==> src/logic/tape_mon_pkg.sv <==
// Constants of the tape read monitor: register map, status layout, timing.
// Assumes a 125 MHz system clock; all times are turned into cycle counts here.
package tape_mon_pkg;
   // System clock
   localparam int        CLK_PERIOD_NS  = 8;
   // Marker debounce, a least time: rounded up
   localparam int        DEB_TIME_NS    = 20000;
   localparam int        DEB_W          = 12;
   localparam logic [11:0] DEB_CYCLES   = 12'((DEB_TIME_NS + CLK_PERIOD_NS - 1) / CLK_PERIOD_NS);
   // Gap detector timeout, a longest time: rounded down
   localparam int        GAP_TIME_NS    = 60000;
   localparam int        GAP_W          = 13;
   localparam logic [12:0] GAP_CYCLES   = 13'(GAP_TIME_NS / CLK_PERIOD_NS);
   // File-gap timer, 31.5 ms
   localparam int        FILE_TIME_NS   = 31500000;
   localparam int        FILE_W         = 22;
   localparam logic [21:0] FILE_CYCLES  = 22'(FILE_TIME_NS / CLK_PERIOD_NS);
   // Register byte addresses
   localparam logic [7:0] ADR_STATUS    = 8'h00;
   localparam logic [7:0] ADR_MASK      = 8'h04;
   localparam logic [7:0] ADR_DATA      = 8'h08;
   localparam logic [7:0] ADR_LEVEL     = 8'h0c;
   // Status and mask bit positions
   localparam int        EV_BYTE        = 0;
   localparam int        EV_RECORD_MARK_DET       = 1;
   localparam int        EV_FILE_MARK_DET       = 2;
   localparam int        EV_FILE        = 3;
   localparam int        EV_BEGIN       = 4;
   localparam int        EV_END         = 5;
   localparam int        EV_CART        = 6;
   localparam int        EV_N           = 7;
   // Reset values
   localparam logic [6:0] MASK_RST      = 7'h00;
   localparam logic       LOAD_RST      = 1'b1;
endpackage : tape_mon_pkg

==> src/logic/marker_if.sv <==
// Carrier between the monitor and its marker debouncer.
// Assumes both ends run on the same system clock.
`timescale 1ns/10ps
interface marker_if;
   logic [1:0] raw;    // Synchronised markers, bit 0 begin, bit 1 end
   logic [1:0] clean;  // Debounced markers
   modport deb (input raw, output clean);
   modport mon (output raw, input clean);
endinterface : marker_if

==> src/logic/tape_read_monitor.sv <==
// Read-side tape monitor: byte ends, record and file marks, file gaps,
// cartridge removal latch and marker debounce, with a small register port.
// Assumes all pins but the processor port are asynchronous to CLK; the processor port is on CLK.
`timescale 1ns/10ps
module tape_read_monitor
   import tape_mon_pkg::*;
#(
   parameter logic [12:0] GAP_CYC  = tape_mon_pkg::GAP_CYCLES,
   parameter logic [21:0] FILE_CYC = tape_mon_pkg::FILE_CYCLES
)
(
   input  wire logic       CLK,
   input  wire logic       RST_N,
   input  wire logic       SYS_RESET_PULSE,
   input  wire logic       LOAD_SWITCH,
   input  wire logic       CART_ACK,
   input  wire logic       FIND_GAP_ENABLE,
   input  wire logic       FILE_FIND_ENABLE,
   input  wire logic       TAPE_RD_CLK,
   input  wire logic       TAPE_RD_DATA,
   input  wire logic       TAPE_BEGIN_MARKER,
   input  wire logic       TAPE_END_MARKER,
   input  wire logic [7:0] ADDR,
   input  wire logic [7:0] WDATA,
   input  wire logic       WR,
   input  wire logic       RD,
   output logic      [7:0] RDATA,
   output logic            IRQ,
   output logic            CARTRIDGE_MISSING,
   output logic            LOAD_INIT,
   output logic            BEGIN_DET,
   output logic            END_DET,
   output logic            RECORD_MARK_DET,
   output logic            FILE_MARK_DET,
   output logic            BYTE_READY,
   output logic            FILE_GAP_FOUND,
   output logic      [7:0] READ_BYTE
);
   import tape_mon_pkg::*;

   typedef struct packed {
      logic        rc_s1;
      logic        rc_s2;
      logic        rc_prev;
      logic        rd_s1;
      logic        rd_s2;
      logic        ls_s1;
      logic        ls_s2;
      logic        ack_s1;
      logic        ack_s2;
      logic        ack_prev;
      logic        fge_s1;
      logic        fge_s2;
      logic        ffe_s1;
      logic        ffe_s2;
      logic        rp_s1;
      logic        rp_s2;
      logic [1:0]  mk_s1;
      logic [1:0]  mk_s2;
      logic [12:0] gap_cnt;
      logic        gap_on;
      logic [3:0]  mark_cnt;
      logic [3:0]  bit_cnt;
      logic [21:0] file_cnt;
      logic        file_arm;
      logic        file_found;
      logic [7:0]  shreg;
      logic        missing;
      logic        load;
      logic [1:0]  clean_prev;
      logic [6:0]  status;
      logic [6:0]  mask;
      logic [7:0]  rdata;
      logic        irq;
   } mon_state_t;

   mon_state_t st_ff;
   mon_state_t nxt_st;
   logic       rd_pulse;
   logic       gap_exp;
   logic       bit_four;
   logic       lsb_tog;
   logic       ack_edge;
   logic [6:0] ev;

   marker_if mk ();

   ////////////////////////////////////////////////////////////////////////////
   // Marker debouncer
   marker_debounce u_deb (
      .CLK   (CLK),
      .RST_N (RST_N),
      .m     (mk.deb)
   );

   assign mk.raw = st_ff.mk_s2;

   ////////////////////////////////////////////////////////////////////////////
   // Next-state logic
   always_comb begin
      nxt_st   = st_ff;
      gap_exp  = 1'b0;
      // Pin synchronisers: first stage feeds only the second
      nxt_st.rc_s1  = TAPE_RD_CLK;
      nxt_st.rc_s2  = st_ff.rc_s1;
      nxt_st.rd_s1  = TAPE_RD_DATA;
      nxt_st.rd_s2  = st_ff.rd_s1;
      nxt_st.ls_s1  = LOAD_SWITCH;
      nxt_st.ls_s2  = st_ff.ls_s1;
      nxt_st.ack_s1 = CART_ACK;
      nxt_st.ack_s2 = st_ff.ack_s1;
      nxt_st.fge_s1 = FIND_GAP_ENABLE;
      nxt_st.fge_s2 = st_ff.fge_s1;
      nxt_st.ffe_s1 = FILE_FIND_ENABLE;
      nxt_st.ffe_s2 = st_ff.ffe_s1;
      nxt_st.rp_s1  = SYS_RESET_PULSE;
      nxt_st.rp_s2  = st_ff.rp_s1;
      nxt_st.mk_s1  = {TAPE_END_MARKER, TAPE_BEGIN_MARKER};
      nxt_st.mk_s2  = st_ff.mk_s1;

      rd_pulse        = st_ff.rc_s2 & ~st_ff.rc_prev;
      nxt_st.rc_prev  = st_ff.rc_s2;

      if (rd_pulse && st_ff.fge_s2) begin
         nxt_st.gap_cnt = GAP_CYC;
         nxt_st.gap_on  = 1'b1;
      end else if (st_ff.gap_on) begin
         if (st_ff.gap_cnt <= 13'h0001) begin
            nxt_st.gap_on = 1'b0;
            gap_exp       = 1'b1;
         end else begin
            nxt_st.gap_cnt = st_ff.gap_cnt - 13'h0001;
         end
      end

      if (gap_exp) begin
         nxt_st.bit_cnt = 4'h0;
      end else if (rd_pulse && (st_ff.gap_on || st_ff.fge_s2)) begin
         nxt_st.bit_cnt = st_ff.bit_cnt + 4'h1;
      end
      bit_four = (st_ff.bit_cnt == 4'h3) && (nxt_st.bit_cnt == 4'h4);

      if (rd_pulse) begin
         nxt_st.shreg = {st_ff.shreg[6:0], st_ff.rd_s2};
      end

      if (!st_ff.fge_s2 || bit_four) begin
         nxt_st.mark_cnt = 4'h0;
      end else if (gap_exp && !st_ff.mark_cnt[3]) begin
         nxt_st.mark_cnt = st_ff.mark_cnt + 4'h1;
      end

      lsb_tog = nxt_st.bit_cnt[0] ^ st_ff.bit_cnt[0];
      if (!st_ff.ffe_s2) begin
         nxt_st.file_cnt   = 22'h000000;
         nxt_st.file_arm   = 1'b0;
         nxt_st.file_found = 1'b0;
      end else if (lsb_tog) begin
         nxt_st.file_cnt   = FILE_CYC;
         nxt_st.file_arm   = 1'b1;
         nxt_st.file_found = 1'b0;
      end else if (st_ff.file_arm) begin
         if (st_ff.file_cnt <= 22'h000001) begin
            nxt_st.file_arm   = 1'b0;
            nxt_st.file_found = 1'b1;
         end else begin
            nxt_st.file_cnt = st_ff.file_cnt - 22'h000001;
         end
      end

      // toggle clears; removal wins over a clear in the same cycle
      ack_edge        = st_ff.ack_s2 ^ st_ff.ack_prev;
      nxt_st.ack_prev = st_ff.ack_s2;
      if (!st_ff.ls_s2) begin
         nxt_st.missing = 1'b1;
      end else if (ack_edge) begin
         nxt_st.missing = 1'b0;
      end
      nxt_st.load = st_ff.rp_s2 | nxt_st.missing | ~st_ff.ls_s2;

      ev[EV_BYTE]  = nxt_st.bit_cnt[3] & ~st_ff.bit_cnt[3];
      ev[EV_RECORD_MARK_DET] = nxt_st.mark_cnt[2] & ~st_ff.mark_cnt[2];
      ev[EV_FILE_MARK_DET] = nxt_st.mark_cnt[3] & ~st_ff.mark_cnt[3];
      ev[EV_FILE]  = nxt_st.file_found & ~st_ff.file_found;
      ev[EV_BEGIN] = mk.clean[0] & ~st_ff.clean_prev[0];
      ev[EV_END]   = mk.clean[1] & ~st_ff.clean_prev[1];
      ev[EV_CART]  = nxt_st.missing & ~st_ff.missing;
      nxt_st.clean_prev = mk.clean;

      // Sticky status, read clears; a new event in that cycle survives
      if (RD && ADDR == ADR_STATUS) begin
         nxt_st.status = ev;
      end else begin
         nxt_st.status = st_ff.status | ev;
      end
      if (WR && ADDR == ADR_MASK) begin
         nxt_st.mask = WDATA[6:0];
      end
      nxt_st.irq = |(nxt_st.status & nxt_st.mask);

      // Read data stand for one cycle only; unmapped reads give zero
      nxt_st.rdata = 8'h00;
      if (RD) begin
         case (ADDR)
            ADR_STATUS: nxt_st.rdata = {1'b0, st_ff.status};
            ADR_MASK:   nxt_st.rdata = {1'b0, st_ff.mask};
            ADR_DATA:   nxt_st.rdata = st_ff.shreg;
            ADR_LEVEL:  nxt_st.rdata = {st_ff.missing, mk.clean, st_ff.file_found,
                                        st_ff.mark_cnt[3], st_ff.mark_cnt[2],
                                        st_ff.bit_cnt[3], st_ff.gap_on};
            default:    nxt_st.rdata = 8'h00;
         endcase
      end
   end

   ////////////////////////////////////////////////////////////////////////////
   // State register
   always_ff @(posedge CLK or negedge RST_N) begin
      if (!RST_N) begin
         st_ff      <= '0;
         st_ff.ls_s1 <= 1'b1;
         st_ff.ls_s2 <= 1'b1;
         st_ff.mask <= MASK_RST;
         st_ff.load <= LOAD_RST;
      end else begin
         st_ff <= nxt_st;
      end
   end

   ////////////////////////////////////////////////////////////////////////////
   // Outputs, all straight from flip-flops
   assign RDATA             = st_ff.rdata;
   assign IRQ               = st_ff.irq;
   assign CARTRIDGE_MISSING = st_ff.missing;
   assign LOAD_INIT         = st_ff.load;
   assign BEGIN_DET         = mk.clean[0];
   assign END_DET           = mk.clean[1];
   assign RECORD_MARK_DET   = st_ff.mark_cnt[2];
   assign FILE_MARK_DET     = st_ff.mark_cnt[3];
   assign BYTE_READY        = st_ff.bit_cnt[3];
   assign FILE_GAP_FOUND    = st_ff.file_found;
   assign READ_BYTE         = st_ff.shreg;
endmodule : tape_read_monitor

==> src/logic/marker_debounce.sv <==
// Two-channel debouncer for the tape begin and end markers.
// Assumes raw inputs are already synchronised to CLK.
`timescale 1ns/10ps
module marker_debounce
   import tape_mon_pkg::*;
(
   input wire logic CLK,
   input wire logic RST_N,
   marker_if.deb    m
);
   typedef struct packed {
      logic [1:0][11:0] cnt;
      logic [1:0]       clean;
   } deb_state_t;

   deb_state_t st_ff;
   deb_state_t nxt_st;

   ////////////////////////////////////////////////////////////////////////////
   // both edges delayed
   // A level must hold a full interval before it passes, so ringing is lost
   always_comb begin
      nxt_st = st_ff;
      for (int i = 0; i < 2; i++) begin
         if (m.raw[i] == st_ff.clean[i]) begin
            nxt_st.cnt[i] = 12'h000;
         end else if (st_ff.cnt[i] == DEB_CYCLES - 12'h001) begin
            nxt_st.clean[i] = m.raw[i];
            nxt_st.cnt[i]   = 12'h000;
         end else begin
            nxt_st.cnt[i] = st_ff.cnt[i] + 12'h001;
         end
      end
   end

   always_ff @(posedge CLK or negedge RST_N) begin
      if (!RST_N) begin
         st_ff <= '0;
      end else begin
         st_ff <= nxt_st;
      end
   end

   assign m.clean = st_ff.clean;
endmodule : marker_debounce

==> config.mk <==
export PLATFORM = sky130hd
export DESIGN_NAME = tape_read_monitor
export DESIGN_NICKNAME = d
export VERILOG_FILES = /design/src/logic/tape_mon_pkg.sv /design/src/logic/marker_if.sv /design/src/logic/tape_read_monitor.sv /design/src/logic/marker_debounce.sv
export SDC_FILE = /design/constraint.sdc
export NUM_CORES = 1
export LEC_CHECK = 0
export BUFFER_PORTS_ARGS = -buffer_cell sky130_fd_sc_hd__buf_2
export CAP_MARGIN = 15
export CORE_UTILIZATION = 53
export CTS_CLUSTER_SIZE = 25
export DETAILED_ROUTE_END_ITERATION = 12
export GPL_ROUTABILITY_DRIVEN = 0
export PLACE_DENSITY = 0.75
export SYNTH_ARGS = -nofsm -noshare
export SYNTH_HDL_FRONTEND = slang
export SYNTH_SLANG_ARGS = --single-unit
==> constraint.sdc <==
create_clock -name CLK -period 2.2 [get_ports CLK]
set_input_delay 0.22 -clock CLK [delete_from_list [all_inputs] [get_ports CLK]]
set_output_delay 0.22 -clock CLK [all_outputs]
set_load 0.1 [all_outputs]
==> results of run 1 <==
-- area by class of cell --
class | count | share of cell area (%)
repair buffers | 112 | 10.8
clock inverters | 13 | 2.28
well taps | 136 | 2.36
multi-input cells | 339 | 33.6
inverters | 14 | 0.730
flip-flops and latches | 127 | 44.2
clock buffers | 19 | 6.00
-- kinds of logic (layout without fill, tap and decap cells) --
family / Yosys count / after routing / synth area share (%)
simple gates: 190 / 190 / 17.0
flops: 127 / 127 / 56.2
compound gates: 60 / 60 / 7.83
xor+xnor: 53 / 53 / 8.20
buf+inv: 40 / 158 / 3.71
mux: 28 / 28 / 5.28
fa+ha+maj: 8 / 8 / 1.77
-- cells in the mapped netlist, types with 3 or more instances --
cell type,count
sky130_fd_sc_hd__o2111ai_1,3
sky130_fd_sc_hd__a221oi_1,7
sky130_fd_sc_hd__nand3_1,19
sky130_fd_sc_hd__nor4_1,13
sky130_fd_sc_hd__nor2b_1,3
sky130_fd_sc_hd__o21ai_0,7
sky130_fd_sc_hd__buf_4,16
sky130_fd_sc_hd__and3_1,9
sky130_fd_sc_hd__dfstp_2,3
sky130_fd_sc_hd__xnor2_1,28
sky130_fd_sc_hd__inv_1,14
sky130_fd_sc_hd__mux2i_1,13
sky130_fd_sc_hd__a21oi_1,18
sky130_fd_sc_hd__nor2_1,69
sky130_fd_sc_hd__nand2_1,28
sky130_fd_sc_hd__clkbuf_1,9
sky130_fd_sc_hd__ha_1,8
sky130_fd_sc_hd__dfrtp_1,124
sky130_fd_sc_hd__and2_1,3
sky130_fd_sc_hd__xor2_1,25
sky130_fd_sc_hd__or3_1,7
sky130_fd_sc_hd__nor3_1,13
sky130_fd_sc_hd__nand4_1,5
sky130_fd_sc_hd__o21a_1,3
sky130_fd_sc_hd__mux2_2,15
-- worst paths after layout --
check | startpoint | end | cells after the start
min in group asynchronous | RST_N | st_ff[57]$_DFFE_PN0P_ | 2
max in group asynchronous | RST_N | st_ff[77]$_DFFE_PN0P_ | 3
hold / removal | ADDR[3] | RDATA[7]$_DFF_PN0_ | 2
hold reg to reg | nxt_st[96]$_DFF_PN0_ | st_ff[96]$_DFF_PN0_ | 0
setup / recovery | st_ff[41]$_DFFE_PN0P_ | st_ff[38]$_DFFE_PN0P_ | 7
setup reg to reg | st_ff[41]$_DFFE_PN0P_ | st_ff[38]$_DFFE_PN0P_ | 7
-- timing repair --
action / in CTS / in global routing
endpoints found under the setup margin: 8 / 24
gates resized for setup: 9 / 20
hold endpoints to repair: 61 / 0
hold buffers: 17 / 0
setup buffers: 3 / 5
pin swaps: 3 / 13
-- power breakdown --
group / internal (mW) / leakage [nW] / switching (mW)
Clock: 1.75 / 0.265 / 1.03
Sequential: 2.59 / 1.62 / 0.272
Combinational: 0.562 / 1.38 / 1.13
Total: 4.90 / 3.26 / 2.43
-- critical path: cells and delay by family, from the launching register on --
family | cells | cell delay [ns]
flops | 1 | 0.38
compound gates | 2 | 0.38
buf+inv | 3 | 0.37
simple gates | 2 | 1.04
-- routing by layer --
layer	part of all wire, %	global-route usage (%)	up-vias
met5	0	0	-
met1	44	30.5	2079
met3	4.2	6.31	19
li1	-	-	1976
met4	2.0	9.76	0
met2	50	39.2	102
-- metrics by stage --
stage	area (sq um)	cells	total power [mW]	setup TNS [ns]	setup slack, ns
after global placement	6210	703	4.37	0	0.00544
final	7200	760	7.34	-0.468	-0.0985
after global routing	7200	760	7.63	-1.15	-0.156
after CTS	7050	755	7.31	-0.226	-0.0383
after detailed placement	6210	703	4.45	-0.123	-0.101
after floorplan	5660	506	4.05	0	0.0160
-- state kept, by name, summed over array words and instances (netlist names) --
| name | flops |
|---|---|
| FILE_MARK_DET | 1 |
| RDATA | 8 |
| st_ff | 65 |
| IRQ | 1 |
| RECORD_MARK_DET | 1 |
| mk.raw | 2 |
| u_deb.m.clean | 2 |
| nxt_st | 11 |
| LOAD_INIT | 1 |
| u_deb.st_ff | 24 |
| READ_BYTE | 8 |
| BYTE_READY | 1 |
| FILE_GAP_FOUND | 1 |
| CARTRIDGE_MISSING | 1 |
==> results.sh, run 1 <==
export IMPL_mostFrequentLayoutCells="124 x sky130_fd_sc_hd__dfrtp_1, 66 x sky130_fd_sc_hd__nor2_1, 51 x sky130_fd_sc_hd__buf_2"
export IMPL_cp_cell_sequence="or4_4 > or4_4 > o31ai_4 > buf_6 > buf_6 > buf_4 > a211oi_2"
export IMPL_min_path_type="in -> reg"
export IMPL_arrival_time_reported_for_the_critical_path_endpoint_ns=2.70
export IMPL_final_layout_size_suffix_gt1_share_pct=28.2
export IMPL_layout_nets=648
export IMPL_synth_yosys_warnings=0
export IMPL_synth_edff_count=0
export IMPL_period_minus_slack_ns=2.30
export IMPL_drt_antenna_violating_nets=0
export IMPL_ff_latch_area_sq_mm=0.00318
export IMPL_worst_pin_slew_ns=0.632
export IMPL_report_final_setup_viol=8
export IMPL_synth_top_cell_by_area="sky130_fd_sc_hd__dfrtp_1"
export IMPL_slew_limit_headroom_pct=57.9
export IMPL_cts_tree="yes"
export IMPL_place_detailed_hpwl_mm=7.95
export IMPL_static_leakage_power_nw=3.26
export IMPL_synthArstFlopShare_pct=100
export IMPL_die_x_microns=105
export IMPL_slowest_delay_ns=0.55
export IMPL_max_clock_buf_depth=2
export IMPL_clk_slew_on_worst_s_h_paths_ns=0.06
export IMPL_pin_count_of_the_biggest_net_entering_global_routing=49
export IMPL_synth_lib_cells_used_distinct=57
export IMPL_fin_util_pct=69.7
export IMPL_port_buffers=52
export IMPL_netlist_area_sq_mm=0.00566
export IMPL_grt_pass1_wl_mm=20.7
export IMPL_worst_setup_path_start_kind="register"
export IMPL_avgRoutedWirePerCell_microns=16.3
export IMPL_clock_skew_final_ns=0.00802
export IMPL_grt_pass1_vias=4268
export IMPL_grt_usage_pct=24.0
export IMPL_unrepaired_setup_endpoints_after_global_routing="true"
export IMPL_ys_dominant_reg_cell="sky130_fd_sc_hd__dfrtp_1"
export IMPL_cellPowerDensity_mw_per_mm2=1020
export IMPL_achievable_frequency_mhz=435
export IMPL_violations="negative setup slack"
export IMPL_multiInputGateArea_sq_mm=0.00242
export IMPL_floorplan_io_pins=54
export IMPL_post_route_worst_setup_slack_ns=-0.0985
export IMPL_via_cell_ratio=5.49
export IMPL_effective_utilization_at_floorplan_pct=54.8
export IMPL_die_height_microns=105
export IMPL_cp_data_required_time_ns=2.60
export IMPL_ctsRootBufferMaster="sky130_fd_sc_hd__clkbuf_8"
export IMPL_timing_final_max_slew_violations=0
export IMPL_num_vias=4176
export IMPL_htree_num_levels=4
export IMPL_critical_path_class="reg -> reg"
export IMPL_routed_wirelength_mm=12.4
export IMPL_initial_antenna_violation_count=0
export IMPL_worst_path_max_delay_cell="sky130_fd_sc_hd__or4_4"
export IMPL_timing_max_cap_violations=0
export IMPL_leading_post_synthesis_cells_by_cell_area="sky130_fd_sc_hd__dfrtp_1 55%, sky130_fd_sc_hd__nor2_1 4.6%, sky130_fd_sc_hd__xnor2_1 4.3%"
export IMPL_crit_fanout=4
export IMPL_vdd_ir_drop_max_mv=0.881
export IMPL_ys_ff_latch=127
export IMPL_area_growth_pct=27.1
export IMPL_mostFrequentLayoutCell="sky130_fd_sc_hd__dfrtp_1"
export IMPL_post_route_period_util_pct=104
export IMPL_synthesis_area_per_instance_sq_um=11.2
export IMPL_placementRows=37
export IMPL_r2r_slack_ns=-0.1
export IMPL_setup_worst_path_end_class="register"
export IMPL_post_route_drc_count=0
export IMPL_worst_skew_pair_late_latency_ns=0.52
export IMPL_design_die_area_sq_mm=0.0111
export IMPL_antenna_fix_cells=0
export IMPL_global_route_overflow_total=0
export IMPL_synth_seq_area_share_pct=56.2
export IMPL_detailedRoute_firstPassIterationCount=8
export IMPL_hold_viol_final=0
export IMPL_core_area_sq_mm=0.0103
export IMPL_syn_num_nets=543
export IMPL_status="finished, violations left"
export IMPL_synth_largest_type_area_fraction_pct=54.8
export IMPL_holdWs_ns=0.0712
export IMPL_cts_buffers_inserted=17
export IMPL_cts_num_sinks=127
export IMPL_filler_cell_count=713
export IMPL_syn_inst=506
export IMPL_number_of_drc_markers_after_the_initial_detailed_route_iteration=227
(Power assumes the default switching activity.)
==> inputs of run 2 (changes only) <==
--- a/config.mk
+++ b/config.mk
@@ -14,4 +14,5 @@
 export PLACE_DENSITY = 0.75
 export SYNTH_ARGS = -nofsm -noshare
 export SYNTH_HDL_FRONTEND = slang
+export SYNTH_HIERARCHICAL = 1
 export SYNTH_SLANG_ARGS = --single-unit
==> results.sh, run 2 <==
export IMPL_holdWs_ns=0.0784
export IMPL_finalInstanceArea_sq_mm=0.00733
export IMPL_ys_ff_latch=127
export IMPL_worst_pin_slew_ns=0.592
export IMPL_cts_tree="yes"
export IMPL_syn_inst=532
export IMPL_grt_pass1_vias=4358
export IMPL_arrival_time_reported_for_the_critical_path_endpoint_ns=2.60
export IMPL_setup_worst_path_end_class="register"
export IMPL_static_leakage_power_nw=3.28
export IMPL_clk_slew_on_worst_s_h_paths_ns=0.06
export IMPL_critical_path_class="reg -> reg"
export IMPL_core_area_sq_mm=0.0108
export IMPL_synth_seq_area_share_pct=54.0
export IMPL_leading_post_synthesis_cells_by_cell_area="sky130_fd_sc_hd__dfrtp_1 53%, sky130_fd_sc_hd__nor2_1 3.4%, sky130_fd_sc_hd__mux2_2 3.2%"
export IMPL_met2WireLength_mm=6.47
export IMPL_num_vias=4564
export IMPL_antenna_fix_cells=0
export IMPL_filler_cell_count=765
export IMPL_floorplan_io_pins=54
export IMPL_timing_max_cap_violations=0
export IMPL_ctsRootBufferMaster="sky130_fd_sc_hd__clkbuf_8"
export IMPL_violations="negative setup slack"
export IMPL_status="finished, violations left"
export IMPL_vdd_ir_drop_max_mv=0.808
export IMPL_placement_cell_area_sq_mm=0.00654
export IMPL_number_of_drc_markers_after_the_initial_detailed_route_iteration=298
export IMPL_cts_num_sinks=127
export IMPL_drt_antenna_violating_nets=0
export IMPL_registers_top_by_ff_count="st_ff"
export IMPL_cp_data_required_time_ns=2.60
export IMPL_effective_utilization_at_floorplan_pct=54.4
export IMPL_avgRoutedWirePerCell_microns=16.1
export IMPL_post_route_period_util_pct=100
export IMPL_finalNonFillerCells=794
export IMPL_routed_wirelength_mm=12.8
export IMPL_grt_usage_pct=22.5
export IMPL_synthesis_area_per_instance_sq_um=11.1
export IMPL_synthArstFlopShare_pct=100
export IMPL_die_x_microns=107
export IMPL_synth_edff_count=0
export IMPL_netlist_area_sq_mm=0.00589
export IMPL_ys_top_cells_by_count="124 x sky130_fd_sc_hd__dfrtp_1, 53 x sky130_fd_sc_hd__nor2_1, 36 x sky130_fd_sc_hd__a21oi_1"
export IMPL_hold_viol_final=0
export IMPL_via_cell_ratio=5.75
export IMPL_timing_final_max_slew_violations=0
export IMPL_area_growth_pct=24.5
export IMPL_largest_register_ff_count=65
export IMPL_post_route_worst_setup_slack_ns=-0.00123
export IMPL_synth_largest_type_area_fraction_pct=52.7
export IMPL_routed_wl_met3_microns=535
export IMPL_min_path_type="in -> reg"
export IMPL_post_route_drc_count=0
export IMPL_synth_lib_cells_used_distinct=64
export IMPL_fin_util_pct=67.7
export IMPL_ys_dominant_reg_cell="sky130_fd_sc_hd__dfrtp_1"
export IMPL_initial_antenna_violation_count=0
export IMPL_slew_limit_headroom_pct=60.5
export IMPL_port_buffers=52
export IMPL_synth_top_cell_by_area="sky130_fd_sc_hd__dfrtp_1"
export IMPL_placementRows=38
export IMPL_pin_count_of_the_biggest_net_entering_global_routing=53
export IMPL_finalSetupTns_ns=-0.00123
export IMPL_die_height_microns=107
export IMPL_synth_yosys_warnings=6
export IMPL_grt_pass1_wl_mm=20.2
export IMPL_cts_buffers_inserted=17
export IMPL_max_clock_buf_depth=2
export IMPL_clock_skew_final_ns=0.0103
export IMPL_report_final_setup_viol=1
export IMPL_pre_cts_slack_ns=-0.206
export IMPL_final_layout_size_suffix_gt1_share_pct=28.6
export IMPL_worst_skew_pair_late_latency_ns=0.52
export IMPL_global_route_overflow_total=0
export IMPL_detailedRoute_firstPassIterationCount=4
export IMPL_mostFrequentLayoutCells="124 x sky130_fd_sc_hd__dfrtp_1, 53 x sky130_fd_sc_hd__nor2_1, 52 x sky130_fd_sc_hd__buf_2"
export IMPL_total_power_mw=7.17
export IMPL_synth_most_common_cell="sky130_fd_sc_hd__dfrtp_1"
export IMPL_unrepaired_setup_endpoints_after_global_routing="true"
export IMPL_crit_fanout=7
export IMPL_period_minus_slack_ns=2.20
export IMPL_wirelength_met1_mm=5.58
export IMPL_achievable_frequency_mhz=454
export IMPL_routed_top_layer="met4"
export IMPL_number_of_instances_in_the_placed_design=740
export IMPL_cellPowerDensity_mw_per_mm2=978
export IMPL_layout_nets=680
export IMPL_syn_num_nets=571
export IMPL_mostFrequentLayoutCell="sky130_fd_sc_hd__dfrtp_1"
export IMPL_worst_setup_path_start_kind="register"
export IMPL_htree_num_levels=4
export IMPL_place_detailed_hpwl_mm=8.50
export IMPL_design_die_area_sq_mm=0.0115
run 2: where the power goes:
group          internal, mW  switching [mW]
Sequential             2.60           0.290
Clock                  1.39            1.06
Combinational         0.661            1.17
Total                  4.65            2.52
run 2: what timing repair did:
item | CTS | global route
resized for setup | 4 | 11
buffers inserted | 3 | 2
hold endpoints to repair | 50 | 0
setup endpoints to repair | 21 | 15
hold buffers | 17 | 0
gates cloned | 0 | 1
pin swaps | 1 | 8
run 2: worst max-delay path: stages (launching register included):
cell and delay (ns):
sky130_fd_sc_hd__dfrtp_1 0.44, sky130_fd_sc_hd__nor4_1 0.36, sky130_fd_sc_hd__o2111ai_2 0.20, sky130_fd_sc_hd__o21a_1 0.25, sky130_fd_sc_hd__a2111oi_4 0.40, sky130_fd_sc_hd__buf_4 0.22, sky130_fd_sc_hd__nor4_2 0.04, sky130_fd_sc_hd__o21a_1 0.18
run 2: final cells by class:
class | instances | area, sq um | share of cell area, %
clock inverter | 15 | 108 | 1.47
timing repair buffer | 122 | 853 | 11.6
sequential | 127 | 3180 | 43.4
clock buffer | 17 | 414 | 5.65
tap | 140 | 175 | 2.39
inverter | 13 | 48.8 | 0.665
multi-input combinational | 360 | 2550 | 34.8
run 2: per-layer routing:
metal	track usage, %	up-vias
met5	0	-
met4	8.51	0
met3	4.54	19
met2	38.2	145
met1	28.3	2261
li1	-	2139
run 2: final timing paths:
check	start	to	slack, ns	cells after the start
hold / removal	ADDR[3]	RDATA[7]$_DFF_PN0_	0.08	2
min in group asynchronous	RST_N	READ_BYTE[0]$_DFFE_PN0P_	0.23	2
setup / recovery	st_ff[53]$_DFFE_PN0P_	st_ff[45]$_DFFE_PN0P_	-0.001	7
setup reg to reg	st_ff[53]$_DFFE_PN0P_	st_ff[45]$_DFFE_PN0P_	-0.001	7
hold reg to reg	nxt_st[99]$_DFF_PN0_	nxt_st[98]$_DFF_PN0_	0.35	0
max in group asynchronous	RST_N	st_ff[57]$_DFFE_PN0P_	1.30	3
run 2: kinds of logic (layout without fill, tap and decap cells):
family	after synthesis	after routing	share of synthesized area [%]
AOI/OAI and AO/OA	94	94	10.9
xor gates and xnor gates	36	36	5.35
adders and majority gates	10	10	2.12
buffers and inverters	45	167	4.18
DFF	127	127	54.0
muxes	28	28	5.12
and+or+nand+nor	192	192	18.3
==> inputs of run 3 (changes only) <==
--- a/config.mk
+++ b/config.mk
@@ -7,11 +7,14 @@
 export LEC_CHECK = 0
 export BUFFER_PORTS_ARGS = -buffer_cell sky130_fd_sc_hd__buf_2
 export CAP_MARGIN = 15
-export CORE_UTILIZATION = 53
+export CELL_PAD_IN_SITES_DETAIL_PLACEMENT = 1
+export CELL_PAD_IN_SITES_GLOBAL_PLACEMENT = 1
+export CORE_ASPECT_RATIO = 1.75
+export CORE_UTILIZATION = 43
 export CTS_CLUSTER_SIZE = 25
 export DETAILED_ROUTE_END_ITERATION = 12
 export GPL_ROUTABILITY_DRIVEN = 0
-export PLACE_DENSITY = 0.75
+export PLACE_DENSITY_LB_ADDON = 0.1
 export SYNTH_ARGS = -nofsm -noshare
 export SYNTH_HDL_FRONTEND = slang
 export SYNTH_HIERARCHICAL = 1
==> results.sh, run 3 (synthesis gave the netlist of run 2 again) <==
export IMPL_status="finished, violations left"
export IMPL_violations="negative setup slack"
export IMPL_area_growth_pct=29.0
export IMPL_cts_tree="yes"
export IMPL_path_delay_family="simple AND/OR/NAND/NOR gates"
export IMPL_placementRows=56
export IMPL_largest_register_ff_count=65
export IMPL_via_cell_ratio=5.58
export IMPL_avgRoutedWirePerCell_microns=18.3
export IMPL_r2r_slack_ns=-0.03
export IMPL_number_of_drc_markers_after_the_initial_detailed_route_iteration=154
export IMPL_mostFrequentLayoutCells="124 x sky130_fd_sc_hd__dfrtp_1, 60 x sky130_fd_sc_hd__buf_4, 53 x sky130_fd_sc_hd__nor2_1"
export IMPL_setup_worst_path_start="st_ff[76]$_DFFE_PN0P_"
export IMPL_slew_limit_headroom_pct=60.1
export IMPL_post_route_worst_setup_slack_ns=-0.0301
export IMPL_worst_pin_slew_ns=0.598
export IMPL_clock_skew_final_ns=0.0104
export IMPL_final_layout_size_suffix_gt1_share_pct=31.6
export IMPL_num_vias=4647
export IMPL_timing_final_max_slew_violations=0
export IMPL_worst_path_max_delay_cell="sky130_fd_sc_hd__or4_1"
export IMPL_detailedRoute_firstPassIterationCount=6
export IMPL_grt_pass1_wl_mm=25.1
export IMPL_period_minus_slack_ns=2.23
export IMPL_vdd_ir_drop_max_mv=0.756
export IMPL_antenna_fix_cells=0
export IMPL_cp_cell_sequence="nor4_4 > nand4_4 > buf_4 > nor3_4 > a2111oi_4 > buf_12 > or4_1 > a21oi_2"
export IMPL_layout_nets=685
export IMPL_ctsRootBufferMaster="sky130_fd_sc_hd__clkbuf_16"
export IMPL_multiInputGateArea_sq_mm=0.00263
export IMPL_worst_r2r_startpoint="st_ff[76]$_DFFE_PN0P_"
export IMPL_slowest_delay_ns=0.43
export IMPL_filler_cell_count=1425
export IMPL_port_buffers=52
export IMPL_core_area_sq_mm=0.0134
export IMPL_ff_latch_area_sq_mm=0.00318
export IMPL_critical_path_class="reg -> reg"
export IMPL_post_route_drc_count=0
export IMPL_report_final_setup_viol=2
export IMPL_initial_antenna_violation_count=0
export IMPL_path_depth=8
export IMPL_hold_viol_final=0
export IMPL_achievable_frequency_mhz=448
export IMPL_critPathCapture="st_ff[53]$_DFFE_PN0P_"
export IMPL_unrepaired_setup_endpoints_after_global_routing="true"
export IMPL_placement_cell_area_sq_mm=0.00665
export IMPL_global_route_overflow_total=0
export IMPL_cp_data_required_time_ns=2.55
export IMPL_htree_num_levels=4
export IMPL_max_clock_buf_depth=2
export IMPL_holdWs_ns=0.0572
export IMPL_reg2reg_depth=8
export IMPL_design_die_area_sq_mm=0.0142
export IMPL_registers_top_by_ff_count="st_ff"
export IMPL_count_of_buffering_cells_on_the_critical_path_with_inverters_included=2
export IMPL_routed_wirelength_mm=15.3
export IMPL_setup_worst_path_end_class="register"
export IMPL_finalInstanceArea_sq_mm=0.00760
export IMPL_cts_buffers_inserted=17
export IMPL_die_height_microns=157
export IMPL_place_detailed_hpwl_mm=10.4
export IMPL_timing_max_cap_violations=0
export IMPL_drt_antenna_violating_nets=0
export IMPL_grt_usage_pct=22.7
export IMPL_arrival_time_reported_for_the_critical_path_endpoint_ns=2.58
export IMPL_cellPowerDensity_mw_per_mm2=1040
export IMPL_capturing_point_of_the_worst_reg2reg_path="st_ff[53]$_DFFE_PN0P_"
export IMPL_pin_count_of_the_biggest_net_entering_global_routing=44
export IMPL_worst_setup_path_start_kind="register"
export IMPL_effective_utilization_at_floorplan_pct=44.0
export IMPL_clk_slew_on_worst_s_h_paths_ns=0.06
export IMPL_post_route_period_util_pct=101
export IMPL_floorplan_io_pins=54
export IMPL_crit_fanout=17
export IMPL_cts_num_sinks=127
export IMPL_static_leakage_power_nw=3.36
export IMPL_mostFrequentLayoutCell="sky130_fd_sc_hd__dfrtp_1"
export IMPL_die_x_microns=90.5
export IMPL_worst_skew_pair_late_latency_ns=0.42
export IMPL_worst_hold_startpoint="WDATA[2]"
export IMPL_fin_util_pct=56.8
export IMPL_min_path_type="in -> reg"
export IMPL_grt_pass1_vias=5163
==> run 3: stage by stage <==
step	instances	TNS [ns]	worst slack, ns	power (mW)
final	833	-0.0355	-0.0301	7.92
after detailed placement	784	-2.12	-0.174	4.69
after global placement	784	-0.923	-0.0851	4.61
after floorplan	532	0	0.0121	4.16
after global routing	833	-0.908	-0.141	8.23
after CTS	827	-0.221	-0.0565	7.85
==> run 3: what timing repair did <==
item,in CTS,in global routing
setup buffers,1,5
setup endpoints to repair,21,29
endpoints found under the hold margin,42,0
gates resized for setup,5,28
cloned,0,1
hold buffers,10,0
pin swaps,1,7
==> run 3: layout make-up <==
class / instances / share of cell area (%)
clock buffer: 18 / 5.64
clock inverter: 14 / 2.85
inverter: 13 / 0.642
multi-input combinational: 360 / 34.5
sequential: 127 / 41.8
tap: 174 / 2.86
timing repair buffer: 127 / 11.6
==> run 3: metal layers <==
metal | part of all wire, % | track usage [%] | wire (microns) | vias to the layer above
li1 | - | - | - | 2145
met1 | 36 | 22.6 | 5520 | 2366
met2 | 59 | 44.4 | 8940 | 101
met3 | 2.5 | 4.52 | 384 | 35
met4 | 2.7 | 10.1 | 408 | 0
met5 | 0 | 0 | 0 | -
==> run 3: power by group <==
part           internal, mW  switching, mW
Clock                  2.01           1.07
Sequential             2.60          0.313
Combinational         0.704           1.23
Total                  5.31           2.61
==> run 3: worst reg2reg max path: cells and delay by family, from the launching register on <==
kind | cells | cell delay [ns]
AO/OA/AOI/OAI | 2 | 0.26
flip-flops | 1 | 0.41
AND/OR/NAND/NOR | 4 | 1.14
buffers and inverters | 2 | 0.34
==> run 3: worst min path at each step <==
stage | slack (ns) | endpoint | cells past startpoint
after CTS | 0.05 | st_ff[11]$_DFF_PN0_ | 2
after global placement | 0.23 | RDATA[1]$_DFF_PN0_ | 1
after global routing | 0.06 | st_ff[11]$_DFF_PN0_ | 2
after detailed placement | 0.25 | RDATA[1]$_DFF_PN0_ | 1
final | 0.06 | st_ff[11]$_DFF_PN0_ | 2
after floorplan | -0.08 | BYTE_READY$_DFF_PN0_ | 0
